[config.mk]
export PLATFORM = sky130hd
export DESIGN_NAME = msf_framer
export DESIGN_NICKNAME = d
export VERILOG_FILES = /design/src/rtl/msf_pkg.sv /design/src/rtl/msf_fifo.sv /design/src/rtl/msf_framer.sv
export SDC_FILE = /design/constraint.sdc
export NUM_CORES = 1
export LEC_CHECK = 0
export BUFFER_PORTS_ARGS = -buffer_cell sky130_fd_sc_hd__clkbuf_2
export CORE_MARGIN = 4
export CORE_UTILIZATION = 45
export CTS_CLUSTER_DIAMETER = 80
export DETAILED_ROUTE_END_ITERATION = 8
export PLACE_DENSITY = 0.72
export SLEW_MARGIN = 30
export SYNTH_ARGS = -nofsm -noshare
export SYNTH_HDL_FRONTEND = slang
export SYNTH_HIERARCHICAL = 1
export SYNTH_SLANG_ARGS = --single-unit
[constraint.sdc]
create_clock -name clk -period 14.5 [get_ports clk]
set_clock_uncertainty 0.1 [all_clocks]
set_input_delay 0.725 -clock clk [delete_from_list [all_inputs] [get_ports clk]]
set_output_delay 0.725 -clock clk [all_outputs]
set_load 0.05 [all_outputs]
[src/rtl/msf_pkg.sv]
// Constants, field layouts and carrier types of the serial command framer
//
// How it works
// - Reset leaves the framer in the receive state.
// - An accepted send command moves the framer to the transmit state.
// - One send command yields one packet of at most 255 message bytes.
// - Addressed packets are acknowledged; sender reports the outcome.
// - A failed packet-mode send is dropped, not kept.
// - A finished transmission returns the framer to receive.
// - Four send commands; received data gets the matching header.
// - Text send: @, command, address, message, CRLF; received with header.
// - Binary send adds a three-digit byte count setting the length.
// - Received binary: header, sender, count, message, CRLF.
// - Relay variants are inactive and refused.
// - Destination 255 is broadcast: no acknowledgement either way.
// - A broadcast uses every retry and then reports an end response.
// - A broadcast is output once; retransmitted copies are suppressed.
// - Stream mode treats every host byte as payload.
// - Stream destination comes from stored configuration.
// - Stream trigger: terminator byte, idle timeout or byte count.
// - A stream packet holds at most 255 bytes, terminator included.
// - Stream mode emits no success or failure response to the host.
// - Stream data is buffered; the host keeps sending meanwhile.
// - Stream output has no header or added CRLF; terminators pass.
// - Stream text received in packet mode gets header, payload, own CRLF.
// - Stream binary received in packet mode counts the terminator.
// - Terminator trigger fires on the terminator or on 255 accumulated bytes.
// - Timeout trigger fires after the configured idle time or on 255 bytes.
package msf_pkg;

  localparam int FIFO_WIDTH = 8;
  localparam int FIFO_DEPTH = 16;
  localparam int LEVEL_W = $clog2(FIFO_DEPTH) + 1;

  localparam int CLK_PERIOD_NS = 100;
  localparam int TIMEOUT_UNIT_NS = 1_000_000;
  localparam int TICKS_PER_MS_DEF = TIMEOUT_UNIT_NS / CLK_PERIOD_NS;

  localparam logic [7:0] CH_AT = 8'h40;
  localparam logic [7:0] CH_CR = 8'h0d;
  localparam logic [7:0] CH_LF = 8'h0a;
  localparam logic [7:0] CH_0 = 8'h30;
  localparam logic [7:0] CH_9 = 8'h39;
  localparam logic [7:0] BCAST_ADDR = 8'hff;
  localparam logic [7:0] MAX_MSG = 8'hff;
  localparam logic [9:0] MAX_FIELD = 10'h0ff;

  // Three-letter commands and headers, first letter in the top byte
  localparam logic [23:0] CMD_TEXT = 24'h545854;
  localparam logic [23:0] CMD_TEXT_RELAY = 24'h545852;
  localparam logic [23:0] CMD_BIN = 24'h54424e;
  localparam logic [23:0] CMD_BIN_RELAY = 24'h544252;
  localparam logic [23:0] HDR_TEXT = 24'h525854;
  localparam logic [23:0] HDR_BIN = 24'h52424e;

  // Two-letter responses
  localparam logic [15:0] RESP_SEND_OK = 16'h5030;
  localparam logic [15:0] RESP_CMD_ACCEPTED = 16'h5031;
  localparam logic [15:0] RESP_CMD_ERROR = 16'h4e31;
  localparam logic [15:0] RESP_SEND_FAIL = 16'h4e32;

  localparam logic [1:0] TRIG_TERM = 2'h0;
  localparam logic [1:0] TRIG_TIMEOUT = 2'h1;
  localparam logic [1:0] TRIG_COUNT = 2'h2;

  typedef struct packed {
    logic [7:0] dest;
    logic [7:0] len;
    logic binary;
    logic bcast;
    logic drop;
  } msf_tx_desc_type;

  typedef struct packed {
    logic [7:0] src;
    logic [7:0] len;
    logic binary;
    logic bcast;
    logic seq;
  } msf_rx_head_type;

  // ASCII digit of an 8-bit value; pos 0 is hundreds
  function automatic logic [7:0] msf_digit(input logic [7:0] v, input logic [1:0] pos);
    logic [7:0] d;
    d = 8'h00;
    case (pos)
      2'h0: d = v / 8'd100;
      2'h1: d = (v / 8'd10) % 8'd10;
      default: d = v % 8'd10;
    endcase
    return d + CH_0;
  endfunction

endpackage

[src/rtl/msf_fifo.sv]
// Synchronous FIFO with valid/ready on both sides and a fill level
module msf_fifo #(
  parameter int WIDTH = 8,
  parameter int DEPTH = 16
) (
  // Clock and reset
  input wire logic clk,
  input wire logic rst,
  // Fill side
  input wire logic in_valid,
  input wire logic [WIDTH-1:0] in_data,
  output logic in_ready,
  // Drain side
  output logic out_valid,
  output logic [WIDTH-1:0] out_data,
  input wire logic out_ready,
  // Occupancy
  output logic [$clog2(DEPTH):0] level
);
  localparam int AW = $clog2(DEPTH);

  logic [WIDTH-1:0] mem [DEPTH];
  logic [AW:0] wr_ptr_r;
  logic [AW:0] rd_ptr_r;
  logic push;
  logic pop;

  assign level = wr_ptr_r - rd_ptr_r;
  assign in_ready = level != (AW + 1)'(DEPTH);
  assign out_valid = level != '0;
  assign out_data = mem[rd_ptr_r[AW-1:0]];
  assign push = in_valid && in_ready;
  assign pop = out_valid && out_ready;

  always_ff @(posedge clk or posedge rst) begin
    if (rst) begin
      wr_ptr_r <= '0;
      rd_ptr_r <= '0;
    end else begin
      if (push) begin
        wr_ptr_r <= wr_ptr_r + 1'b1;
      end
      if (pop) begin
        rd_ptr_r <= rd_ptr_r + 1'b1;
      end
    end
  end

  always_ff @(posedge clk) begin
    if (push) begin
      mem[wr_ptr_r[AW-1:0]] <= in_data;
    end
  end
endmodule

[src/rtl/msf_framer.sv]
// Host command interpreter and output framer of the packet modem
module msf_framer
  import msf_pkg::*;
#(
  parameter int unsigned TICKS_PER_MS = TICKS_PER_MS_DEF
) (
  // Clock and reset
  input wire logic clk,
  input wire logic rst,
  // Stored configuration
  input wire logic cfg_stream_mode,
  input wire logic [1:0] cfg_trigger,
  input wire logic [7:0] cfg_term,
  input wire logic [7:0] cfg_count,
  input wire logic [7:0] cfg_timeout_ms,
  input wire logic [7:0] cfg_dest,
  // Host byte input
  input wire logic hin_valid,
  input wire logic [7:0] hin_data,
  output logic hin_ready,
  // Host byte output
  output logic hout_valid,
  output logic [7:0] hout_data,
  input wire logic hout_ready,
  // Radio transmit side
  output logic radio_byte_valid,
  output logic [7:0] radio_byte,
  input wire logic radio_byte_ready,
  output logic radio_req_valid,
  output msf_tx_desc_type radio_req,
  input wire logic radio_req_ready,
  input wire logic radio_done,
  input wire logic radio_ok,
  // Radio receive side
  input wire logic rx_head_valid,
  input wire msf_rx_head_type rx_head,
  output logic rx_head_ready,
  input wire logic rx_byte_valid,
  input wire logic [7:0] rx_byte,
  output logic rx_byte_ready,
  output logic ack_req,
  // Status
  output logic in_tx
);

  typedef enum logic [2:0] {
    P_IDLE = 3'h0, P_CMD = 3'h1, P_ADDR = 3'h3, P_CNT = 3'h2,
    P_MSG = 3'h6, P_CR = 3'h7, P_LF = 3'h5, P_ERR = 3'h4
  } msf_pstate_type;

  typedef enum logic [2:0] {
    O_IDLE = 3'h0, O_RSP = 3'h1, O_HDR = 3'h3, O_DATA = 3'h2, O_CR = 3'h6, O_LF = 3'h7
  } msf_ostate_type;

  // Host input side
  msf_pstate_type pst_r;
  logic hin_ready_r;
  logic [15:0] cmd_r;
  logic [1:0] dcnt_r;
  logic [9:0] acc_r;
  logic [9:0] acc_nxt;
  logic bin_r;
  logic [7:0] dest_r;
  logic [7:0] cnt_r;
  logic [7:0] msg_cnt_r;
  logic [7:0] seg_len_r;
  logic [23:0] idle_r;
  logic [23:0] tmo_lim;
  logic desc_valid_r;
  msf_tx_desc_type desc_r;
  logic wait_done_r;
  logic ok_evt_r;
  logic err_evt_r;
  logic in_tx_r;
  logic take;
  logic is_dig;
  logic [23:0] cmd3;
  logic pk_fail;
  logic st_fire;
  logic tmo_fire;
  logic push;

  // Buffer toward the radio
  logic fifo_ready;
  logic fifo_out_valid;
  logic [7:0] fifo_out_data;
  logic fifo_out_ready;
  logic [LEVEL_W-1:0] fifo_level;
  logic radio_byte_valid_r;
  logic [7:0] radio_byte_r;

  // Responses and output framing
  logic acc_pend_r;
  logic [15:0] acc_code_r;
  logic fin_pend_r;
  logic [15:0] fin_code_r;
  msf_ostate_type ost_r;
  msf_ostate_type ost_nxt;
  logic [3:0] oidx_r;
  logic [3:0] oidx_nxt;
  logic [7:0] left_r;
  logic [7:0] left_nxt;
  logic drop_r;
  logic drop_nxt;
  logic ostream_r;
  logic ostream_nxt;
  logic [15:0] rsp_code_r;
  msf_rx_head_type hd_r;
  logic hout_valid_r;
  logic hout_valid_nxt;
  logic [7:0] hout_data_r;
  logic rx_head_ready_r;
  logic rx_byte_ready_r;
  logic ack_req_r;
  logic seen_r;
  logic [7:0] last_src_r;
  logic last_seq_r;
  logic free;
  logic emit;
  logic [7:0] ebyte;
  logic head_take;
  logic byte_take;
  logic take_acc;
  logic take_fin;
  logic dup;
  logic [23:0] hdr;

  assign take = hin_valid && hin_ready_r;
  assign is_dig = hin_data >= CH_0 && hin_data <= CH_9;
  assign acc_nxt = 10'(acc_r * 10'd10) + 10'(hin_data - CH_0);
  assign cmd3 = {cmd_r, hin_data};
  assign tmo_lim = 24'(cfg_timeout_ms) * 24'(TICKS_PER_MS);

  // Malformed command detection for the byte being taken
  always_comb begin
    pk_fail = 1'b0;
    case (pst_r)
      P_CMD: pk_fail = dcnt_r == 2'h2 && cmd3 != CMD_TEXT && cmd3 != CMD_BIN;
      P_ADDR, P_CNT: pk_fail = !is_dig || (dcnt_r == 2'h2 && acc_nxt > MAX_FIELD);
      P_MSG: pk_fail = !bin_r && hin_data != CH_CR && msg_cnt_r == MAX_MSG;
      P_CR: pk_fail = hin_data != CH_CR;
      P_LF: pk_fail = hin_data != CH_LF;
      default: pk_fail = 1'b0;
    endcase
  end

  // Stream triggers
  assign st_fire = (cfg_trigger == TRIG_TERM && hin_data == cfg_term)
    || (cfg_trigger == TRIG_COUNT && 8'(seg_len_r + 8'h01) == cfg_count)
    || seg_len_r == MAX_MSG - 8'h01;
  assign tmo_fire = cfg_stream_mode && cfg_trigger == TRIG_TIMEOUT && seg_len_r != 8'h00
    && !desc_valid_r && idle_r >= tmo_lim;

  assign push = take && (cfg_stream_mode
    || (pst_r == P_MSG && !pk_fail && (bin_r || hin_data != CH_CR)));

  // Host input: command parsing, stream segmentation and send requests
  always_ff @(posedge clk or posedge rst) begin
    if (rst) begin
      pst_r <= P_IDLE;
      cmd_r <= 16'h0000;
      dcnt_r <= 2'h0;
      acc_r <= 10'h000;
      bin_r <= 1'b0;
      dest_r <= 8'h00;
      cnt_r <= 8'h00;
      msg_cnt_r <= 8'h00;
      seg_len_r <= 8'h00;
      idle_r <= 24'h000000;
      desc_valid_r <= 1'b0;
      desc_r <= '0;
      wait_done_r <= 1'b0;
      ok_evt_r <= 1'b0;
      err_evt_r <= 1'b0;
    end else begin
      ok_evt_r <= 1'b0;
      err_evt_r <= 1'b0;
      if (desc_valid_r && radio_req_ready) begin
        desc_valid_r <= 1'b0;
      end
      if (radio_done) begin
        wait_done_r <= 1'b0;
      end
      if (cfg_stream_mode) begin
        if (take) begin
          idle_r <= 24'h000000;
          if (st_fire) begin
            desc_valid_r <= 1'b1;
            desc_r <= '{dest: cfg_dest, len: 8'(seg_len_r + 8'h01), binary: 1'b0,
                        bcast: cfg_dest == BCAST_ADDR, drop: 1'b0};
            seg_len_r <= 8'h00;
          end else begin
            seg_len_r <= seg_len_r + 8'h01;
          end
        end else if (tmo_fire) begin
          desc_valid_r <= 1'b1;
          desc_r <= '{dest: cfg_dest, len: seg_len_r, binary: 1'b0,
                      bcast: cfg_dest == BCAST_ADDR, drop: 1'b0};
          seg_len_r <= 8'h00;
          idle_r <= 24'h000000;
        end else if (seg_len_r != 8'h00 && idle_r < tmo_lim) begin
          idle_r <= idle_r + 24'h000001;
        end
      end else if (take) begin
        if (pk_fail || (pst_r == P_ERR && hin_data == CH_LF)) begin
          if (hin_data == CH_LF) begin
            pst_r <= P_IDLE;
            err_evt_r <= 1'b1;
            // Bytes already handed on are cancelled, not sent
            if (msg_cnt_r != 8'h00) begin
              desc_valid_r <= 1'b1;
              desc_r <= '{dest: dest_r, len: msg_cnt_r, binary: bin_r,
                          bcast: 1'b0, drop: 1'b1};
            end
          end else begin
            pst_r <= P_ERR;
          end
        end else begin
          case (pst_r)
            P_IDLE: begin
              if (hin_data == CH_AT) begin
                pst_r <= P_CMD;
                dcnt_r <= 2'h0;
                msg_cnt_r <= 8'h00;
              end
            end
            P_CMD: begin
              cmd_r <= cmd3[15:0];
              dcnt_r <= dcnt_r + 2'h1;
              if (dcnt_r == 2'h2) begin
                bin_r <= cmd3 == CMD_BIN;
                dcnt_r <= 2'h0;
                acc_r <= 10'h000;
                pst_r <= P_ADDR;
              end
            end
            P_ADDR, P_CNT: begin
              acc_r <= acc_nxt;
              dcnt_r <= dcnt_r + 2'h1;
              if (dcnt_r == 2'h2) begin
                dcnt_r <= 2'h0;
                acc_r <= 10'h000;
                if (pst_r == P_ADDR) begin
                  dest_r <= acc_nxt[7:0];
                  pst_r <= bin_r ? P_CNT : P_MSG;
                end else begin
                  cnt_r <= acc_nxt[7:0];
                  pst_r <= acc_nxt[7:0] == 8'h00 ? P_CR : P_MSG;
                end
              end
            end
            P_MSG: begin
              if (!bin_r && hin_data == CH_CR) begin
                pst_r <= P_LF;
              end else begin
                msg_cnt_r <= msg_cnt_r + 8'h01;
                if (bin_r && 8'(msg_cnt_r + 8'h01) == cnt_r) begin
                  pst_r <= P_CR;
                end
              end
            end
            P_CR: pst_r <= P_LF;
            P_LF: begin
              pst_r <= P_IDLE;
              ok_evt_r <= 1'b1;
              desc_valid_r <= 1'b1;
              desc_r <= '{dest: dest_r, len: msg_cnt_r, binary: bin_r,
                          bcast: dest_r == BCAST_ADDR, drop: 1'b0};
              wait_done_r <= 1'b1;
            end
            default: pst_r <= pst_r;
          endcase
        end
      end
    end
  end

  // Ready drops for a cycle after each byte so a fresh request is seen first;
  // the serial line is far slower than this clock, so no rate is lost.
  always_ff @(posedge clk or posedge rst) begin
    if (rst) begin
      hin_ready_r <= 1'b0;
      in_tx_r <= 1'b0;
    end else begin
      hin_ready_r <= !take && !tmo_fire && !desc_valid_r && !wait_done_r
        && fifo_level <= LEVEL_W'(FIFO_DEPTH - 2);
      in_tx_r <= desc_valid_r || wait_done_r;
    end
  end

  msf_fifo #(
    .WIDTH(FIFO_WIDTH),
    .DEPTH(FIFO_DEPTH)
  ) u_fifo (
    .clk(clk),
    .rst(rst),
    .in_valid(push),
    .in_data(hin_data),
    .in_ready(fifo_ready),
    .out_valid(fifo_out_valid),
    .out_data(fifo_out_data),
    .out_ready(fifo_out_ready),
    .level(fifo_level)
  );

  assign fifo_out_ready = !radio_byte_valid_r || radio_byte_ready;

  always_ff @(posedge clk or posedge rst) begin
    if (rst) begin
      radio_byte_valid_r <= 1'b0;
      radio_byte_r <= 8'h00;
    end else if (fifo_out_ready) begin
      radio_byte_valid_r <= fifo_out_valid;
      if (fifo_out_valid) begin
        radio_byte_r <= fifo_out_data;
      end
    end
  end

  // Pending responses; a new event wins over the clear by the output side
  always_ff @(posedge clk or posedge rst) begin
    if (rst) begin
      acc_pend_r <= 1'b0;
      acc_code_r <= RESP_CMD_ACCEPTED;
      fin_pend_r <= 1'b0;
      fin_code_r <= RESP_SEND_OK;
    end else begin
      if (ok_evt_r || err_evt_r) begin
        acc_pend_r <= 1'b1;
        acc_code_r <= ok_evt_r ? RESP_CMD_ACCEPTED : RESP_CMD_ERROR;
      end else if (take_acc) begin
        acc_pend_r <= 1'b0;
      end
      if (radio_done && wait_done_r) begin
        fin_pend_r <= 1'b1;
        // Broadcast always ends with the end response after all retries
        fin_code_r <= (desc_r.bcast || radio_ok) ? RESP_SEND_OK : RESP_SEND_FAIL;
      end else if (take_fin) begin
        fin_pend_r <= 1'b0;
      end
    end
  end

  assign free = !hout_valid_r || hout_ready;
  assign byte_take = rx_byte_valid && rx_byte_ready_r;
  assign dup = rx_head.bcast && seen_r && last_src_r == rx_head.src
    && last_seq_r == rx_head.seq;
  assign hdr = hd_r.binary ? HDR_BIN : HDR_TEXT;

  // Output framing: a received header goes before pending responses; then header, data and line ends, data alone in stream mode, nothing for a duplicate
  always_comb begin
    ost_nxt = ost_r;
    oidx_nxt = oidx_r;
    left_nxt = left_r;
    drop_nxt = drop_r;
    ostream_nxt = ostream_r;
    emit = 1'b0;
    ebyte = 8'h00;
    head_take = 1'b0;
    take_acc = 1'b0;
    take_fin = 1'b0;
    case (ost_r)
      O_IDLE: begin
        oidx_nxt = 4'h0;
        if (rx_head_valid && rx_head_ready_r) begin
          head_take = 1'b1;
          left_nxt = rx_head.len;
          drop_nxt = dup;
          ostream_nxt = cfg_stream_mode;
          if (dup || cfg_stream_mode) begin
            ost_nxt = rx_head.len == 8'h00 ? O_IDLE : O_DATA;
          end else begin
            ost_nxt = O_HDR;
          end
        end else if (acc_pend_r) begin
          take_acc = 1'b1;
          ost_nxt = O_RSP;
        end else if (fin_pend_r) begin
          take_fin = 1'b1;
          ost_nxt = O_RSP;
        end
      end
      O_RSP: begin
        if (free) begin
          emit = 1'b1;
          ebyte = oidx_r == 4'h0 ? rsp_code_r[15:8] : rsp_code_r[7:0];
          oidx_nxt = oidx_r + 4'h1;
          if (oidx_r == 4'h1) begin
            ost_nxt = O_CR;
          end
        end
      end
      O_HDR: begin
        if (free) begin
          emit = 1'b1;
          oidx_nxt = oidx_r + 4'h1;
          if (oidx_r < 4'h3) begin
            ebyte = hdr[8'(5'd23 - 5'(oidx_r) * 5'd8) -: 8];
          end else if (oidx_r < 4'h6) begin
            ebyte = msf_digit(hd_r.src, 2'(oidx_r - 4'h3));
          end else begin
            ebyte = msf_digit(hd_r.len, 2'(oidx_r - 4'h6));
          end
          if (oidx_r == 4'h8 || (oidx_r == 4'h5 && !hd_r.binary)) begin
            ost_nxt = left_r == 8'h00 ? O_CR : O_DATA;
          end
        end
      end
      O_DATA: begin
        if (byte_take) begin
          emit = !drop_r;
          ebyte = rx_byte;
          left_nxt = left_r - 8'h01;
          if (left_r == 8'h01) begin
            ost_nxt = (drop_r || ostream_r) ? O_IDLE : O_CR;
          end
        end
      end
      O_CR: begin
        if (free) begin
          emit = 1'b1;
          ebyte = CH_CR;
          ost_nxt = O_LF;
        end
      end
      O_LF: begin
        if (free) begin
          emit = 1'b1;
          ebyte = CH_LF;
          ost_nxt = O_IDLE;
        end
      end
      default: ost_nxt = O_IDLE;
    endcase
    hout_valid_nxt = emit || (hout_valid_r && !hout_ready);
  end

  always_ff @(posedge clk or posedge rst) begin
    if (rst) begin
      ost_r <= O_IDLE;
      oidx_r <= 4'h0;
      left_r <= 8'h00;
      drop_r <= 1'b0;
      ostream_r <= 1'b0;
      rsp_code_r <= RESP_SEND_OK;
      hd_r <= '0;
      hout_valid_r <= 1'b0;
      hout_data_r <= 8'h00;
      rx_head_ready_r <= 1'b0;
      rx_byte_ready_r <= 1'b0;
    end else begin
      ost_r <= ost_nxt;
      oidx_r <= oidx_nxt;
      left_r <= left_nxt;
      drop_r <= drop_nxt;
      ostream_r <= ostream_nxt;
      if (take_acc) begin
        rsp_code_r <= acc_code_r;
      end else if (take_fin) begin
        rsp_code_r <= fin_code_r;
      end
      if (head_take) begin
        hd_r <= rx_head;
      end
      hout_valid_r <= hout_valid_nxt;
      if (emit) begin
        hout_data_r <= ebyte;
      end
      rx_head_ready_r <= ost_nxt == O_IDLE && !head_take;
      // One byte per cycle pair; the held output must be empty first unless the packet is dropped
      rx_byte_ready_r <= ost_nxt == O_DATA && left_nxt != 8'h00 && !byte_take
        && (drop_nxt || !hout_valid_nxt);
    end
  end

  // Acknowledge and duplicate tracking of received packets
  always_ff @(posedge clk or posedge rst) begin
    if (rst) begin
      ack_req_r <= 1'b0;
      seen_r <= 1'b0;
      last_src_r <= 8'h00;
      last_seq_r <= 1'b0;
    end else begin
      ack_req_r <= head_take && !rx_head.bcast;
      if (head_take && rx_head.bcast) begin
        seen_r <= 1'b1;
        last_src_r <= rx_head.src;
        last_seq_r <= rx_head.seq;
      end
    end
  end

  assign hin_ready = hin_ready_r;
  assign hout_valid = hout_valid_r;
  assign hout_data = hout_data_r;
  assign radio_byte_valid = radio_byte_valid_r;
  assign radio_byte = radio_byte_r;
  assign radio_req_valid = desc_valid_r;
  assign radio_req = desc_r;
  assign rx_head_ready = rx_head_ready_r;
  assign rx_byte_ready = rx_byte_ready_r;
  assign ack_req = ack_req_r;
  assign in_tx = in_tx_r;

endmodule

# After elaboration in Yosys (flattened, before gate mapping)
# Memories as Yosys holds them, arrays and structs flattened. A register that Yosys moved wholly into a read port is not among the register bits.
# Index checks and enable logic that the tools add are counted.
[word_totals] reg_bits=230 latch_bits=0 mem_bits_rw=128 romBits=0 output_inout_bits=43 wordCells=376 n_memories=1
[memory_table] memory="u_fifo.mem" words=16 width=8 rd=1 rd_ports_with_merged_regs=1 write_ports=1 line="msf_fifo.sv:22" source="logic [WIDTH-1:0] mem [DEPTH];"
[op_classes] add_sub_neg=16 mul=2 n_div=8 magnitude_cmp=8 eq_ne=51 n_shift=1 mux=124 bitwise_logic=3 n_reduce_logical=117
[op_table] op="19-bit 2-to-1 mux" n=9
[op_table] op="8-bit 2-to-1 mux" n=21
[op_table] op="24-bit 2-to-1 mux" n=3
[op_table] op="3-bit 2-to-1 mux" n=22
[op_table] op="8-bit one-hot mux with 2 select lines" n=4
[op_table] op="24-bit by 23-bit != test with 1-bit output (second input constant)" n=2
[op_table] op="1-bit 2-to-1 mux" n=43
[op_table] op="1-bit logical AND" n=41
[op_table] op="8-bit one-hot mux with 5 select lines" n=1
[op_table] op="13-bit 2-to-1 mux" n=3
[op_table] op="3-bit one-hot mux with 6 select lines" n=2
[op_table] op="8-bit equality test" n=4
[op_table] op="8-bit equality test (second input constant)" n=4
[op_table] op="8-bit by 4-bit modulo with 8-bit output (second input constant)" n=4
[op_table] op="16-bit 2-to-1 mux" n=2
[op_table] op="31-bit by 9-bit indexed part select with 8-bit output" n=1
[op_table] op="24-bit by 1-bit adder with 24-bit output (second input constant)" n=1
[op_table] op="24-bit by 23-bit equality test with 1-bit output (second input constant)" n=1
[op_table] op="24-bit by 22-bit greater-or-equal comparator with 1-bit output" n=1
[op_table] op="8-bit logical NOT" n=3
[op_table] op="24-bit by 22-bit < comparator with 1-bit output" n=1
[op_table] op="6-bit AND reduction" n=4
[op_table] op="8-bit nonzero test" n=3
[op_table] op="10-bit 2-to-1 mux" n=2
[op_table] op="other kinds (64)" n=148

# Logic depth before layout (Yosys ltp)
[logic_depth] word_depth=14 ltp_mapped=33 ltp_nobuf=31

# Modules after synthesis
# The synthesis kept the hierarchy.
[by_module_without_submodules] mod="msf_framer" instances=1 cells_each=1702 area_each_um2=14546.5 seq_area_each_um2=4683.2
[by_module_without_submodules] mod="msf_fifo" instances=1 cells_each=311 area_each_um2=5726.7 seq_area_each_um2=4093.9

# Worst setup path after synthesis
# Ideal clock, no wire load.
[synth_path] path_kind="input to register" start="in cfg_timeout_ms[2]" end="reg idle_r[12]" setup_ps=67 arrival_time_ps=6624 t_required_ps=14333 path_slack_ps=7709 cell_stages=28 n_path_buf=0 path_cell_list="ha_1 ha_1 inv_1 fa_1 fa_1 inv_1 fa_1 a21oi_1 nor2_1 nor2_1 o21bai_1 a21oi_1 o21bai_1 a21oi_1 o21bai_1 a21oi_1 xor2_1 ha_1 nand4_1 or4_1 nor3_1 o21ai_0 and3_1 o2111a_1 nor2_1 o21ai_0 or4b_2 nand2_1"
[synth_between] elab_chain_len=5 word_cells_on_any_way=9
[synth_rtl] item="start, declared" line="msf_framer.sv:15" source="input wire logic [7:0] cfg_timeout_ms,"
[synth_rtl] item="8-bit by 10-bit multiplier with 18-bit output *" line="msf_framer.sv:132" source="assign tmo_lim = 24'(cfg_timeout_ms) * 24'(TICKS_PER_MS);"
[synth_rtl] item="24-bit by 22-bit greater-or-equal comparator with 1-bit output / 24-bit by 22-bit < comparator with 1-bit output (equally long branches)" line="msf_framer.sv:152, msf_framer.sv:201"
[synth_rtl] item="1-bit logical AND (on tied branches)" line="msf_framer.sv:152, msf_framer.sv:201"
[synth_rtl] item="3-bit nonzero test (no source line) / 24-bit 2-to-1 mux (equally long branches)"
[synth_rtl] item="2-bit AND reduction (no source line) / 24-bit 2-to-1 mux (equally long branches)"
[synth_rtl] item="end signal, assigned" line="msf_framer.sv:202" source="idle_r <= idle_r + 24'h000001;"
[synth_rtl] item="end, declared" line="msf_framer.sv:67" source="logic [23:0] idle_r;"
# Every way passes the cells marked *; elsewhere a longest branch is shown, timed or not.
# A chain may end at the register's enable or synchronous reset.

# Worst setup path after layout
[layout_path] start="in cfg_timeout_ms[3]" end="reg idle_r[12]"
# The elaborated chain is that of the path after synthesis.

==> impl_metrics.py <==
metrics = {
    "timing": {
        "whs_ns": 0.122,
        "drv_slew": 0,
        "rsz0062_at_grt": "no",
        "slew_headroom_pct": 35.6,
        "layout_min_cycle_time_ns": 7.18,
        "setup_viol": 0,
        "final.period_utilization_pct": 49.5,
        "tightest_slew_ns": 0.966,
        "finalSetupTns_ns": 0,
        "hold_violations": 0,
        "fmaxAchievable_ghz": 0.139,
    },
    "grt": {
        "grt_overflow_total": 0,
        "top_usage_layer": "met2",
        "grt_first_pass_wirelength_mm": 81.2,
        "use_met3_pct": 3.45,
        "grt_use_met1_pct": 29.2,
        "track_usage_pct": 20.5,
        "gr-usage-met2_pct": 32.5,
        "antenna_found_initial": 0,
        "grt_max_degree": 137,
        "grt_pass1_vias": 15500,
    },
    "final_layout": {
        "multi_input_area_um2": 10700,
        "drive_gt1_share_pct": 15.9,
        "diodes": 0,
        "nets": 2298,
        "instances_no_fill": 2706,
        "seq_area_um2": 8780,
        "syn2layout_area_growth_pct": 11.1,
        "fillers": 3943,
    },
    "worst_setup_path": {
        "timing.rr.end": "hout_data[5]",
        "crit_path_start_kind": "input pin",
        "worstPathMaxFanout": 23,
        "critical_path_arrival_ns": 7.57,
        "path_common_cell": "a21oi_1",
        "timing.rr.start": "hd_r[6]",
        "slowest_delay_ns": 0.61,
        "end_kind": "flop",
        "reg2regPathDepth": 20,
        "ff2ff_setup_slack_ns": 8.74,
        "slowest_stage": "or4b_2",
        "critical_path_class": "in2reg",
        "crit_required_ns": 14.89,
    },
    "place": {
        "place_congestion": 0.899,
        "io_buffers": 122,
        "hpwl_mm": 35.5,
        "place_inst": 2641,
    },
    "power_and_ir_drop": {
        "ir_drop_mv": 0.161,
        "p_leak_nw": 9.61,
        "swShare_pct": 45.7,
        "pwr-share-clk_pct": 18.1,
        "power_density_nw_per_um2": 230,
        "intPower_w": 0.00281,
        "p_comb_share_pct": 53.7,
        "seqPwrFrac_pct": 28.1,
        "p_switching_w": 0.00236,
    },
    "drt": {
        "wl_per_cell_um": 18.5,
        "drc": 0,
        "initialDrtViolationCount": 1230,
        "vias": 15900,
        "firstDrtPassIters": 6,
        "antenna_left": 0,
        "via_per_inst": 5.88,
        "drt_wl_total_mm": 50.0,
    },
    "die": {
        "die_x_um": 220,
        "placementRows": 77,
        "core_area_um2": 44400,
        "ios": 123,
        "start_util_pct": 45.6,
        "die_area_um2": 48500,
        "die_y_um": 220,
    },
    "clock_network": {
        "htree_num_levels": 2,
        "cts.sinks": 325,
        "postCtsSetupBuffers": 0,
        "tritoncts": "yes",
        "clockRootBuffer": "clkbuf_16",
        "postCtsHoldBufs": 0,
        "cts.clk_slew.worst_paths_ns": 0.07,
        "cts.path.max_buffers": 3,
        "cts_buffers": 36,
        "cts_resized": 0,
        "worstSkewPairLatency_ns": 0.56,
    },
    "run_status": {
        "status": "finished clean",
    },
    "synth": {
        "avgSynthCellArea_um2": 10.1,
        "synthCells": 2012,
        "syn_nets": 2223,
        "netlist_area_um2": 20300,
        "ys.warnings.count": 6,
    },
    "worst_hold_path": {
        "worstHoldPathType": "in2async",
    },
    "job": {
        "maxCapViolations": 0,
    },
}
==> cell type report <==
cell class,instances,area share [%]
clock buffers,48,4.33
clock inverters,17,1.01
inverters,118,2.02
multi-input cells,1474,47.3
flip-flops and latches,325,39.0
well taps,592,3.29
repair buffers,132,3.05
==> placed cells by master (no fill, tap or decap), types with 10 or more instances in the layout <==
| cell | instances |
|---|---|
| a21oi_1 | 84 |
| buf_4 | 10 |
| o21bai_1 | 11 |
| mux2_2 | 52 |
| and2_1 | 18 |
| o211ai_1 | 19 |
| nand2_1 | 217 |
| fa_1 | 15 |
| nand3_1 | 62 |
| dfrtp_1 | 192 |
| a21o_1 | 22 |
| nand4_1 | 25 |
| nor3_1 | 47 |
| xnor2_1 | 66 |
| o21ai_0 | 148 |
| inv_1 | 112 |
| ha_1 | 115 |
| a31oi_1 | 21 |
| nand2b_1 | 35 |
| mux4_2 | 32 |
| nor4_1 | 20 |
| edfxtp_1 | 128 |
| and3_1 | 49 |
| or2_2 | 15 |
| clkbuf_2 | 122 |
| or3_1 | 10 |
| mux2i_1 | 12 |
| xor2_1 | 27 |
| o31ai_1 | 12 |
| o22ai_1 | 11 |
| clkbuf_16 | 36 |
| nor2_1 | 113 |
| nor2b_1 | 20 |
==> per-stage QoR <==
step / utilization (%) / area [um^2] / total power (W) / setup WS, ns
2_1_floorplan: - / 20300 / 0.00357 / 7.71
3_3_place_gp: 48.0 / 21300 / 0.00413 / 7.05
3_5_place_dp: 48.0 / 21300 / 0.00421 / 6.78
4_1_cts: 50.7 / 22500 / 0.00517 / 7.36
5_1_grt: 50.7 / 22500 / 0.00556 / 6.92
6_report: 50.7 / 22500 / 0.00517 / 7.32
==> worst max-delay path by stage <==
stage | startpoint | to | slack, ns
after detailed placement | cfg_timeout_ms[3] | idle_r[12] | 6.78
after global placement | cfg_timeout_ms[3] | idle_r[12] | 7.05
final | cfg_timeout_ms[3] | idle_r[12] | 7.32
after floorplan | cfg_timeout_ms[2] | idle_r[12] | 7.71
after global routing | cfg_timeout_ms[3] | idle_r[12] | 6.92
after CTS | cfg_timeout_ms[3] | idle_r[12] | 7.36
==> sequential cells by signal, summed over array words and instances, names as in the netlist, 9 cells and up <==
| signal | cells |
|---|---|
| idle_r | 24 |
| cmd_r | 16 |
| radio_req | 19 |
| acc_r | 9 |
| u_fifo/mem | 128 |
| hd_r | 17 |
==> power groups by stage <==
stage	combinational (W)	sequential, W	clock [W]
6_report	0.00278	0.00145	0.000939
5_1_grt	0.00308	0.00149	0.000997
4_1_cts	0.00277	0.00145	0.000957
3_5_place_dp	0.00275	0.00146	0
3_3_place_gp	0.00268	0.00145	0
2_1_floorplan	0.00211	0.00146	0
==> worst max-delay path, delay by kind of cell <==
kind,cells,cell delay (ns)
buf+inv,5,0.56
fa+ha+maj,6,2.06
simple gates,9,2.41
compound gates,12,1.83
==> routing by layer <==
metal | vias up | wire, um
met2 | 556 | 23200
met3 | 87 | 3420
met1 | 7738 | 22100
met5 | - | 0
met4 | 0 | 1250
li1 | 7527 | -
Note: power is estimated with default switching activity, not from simulation.
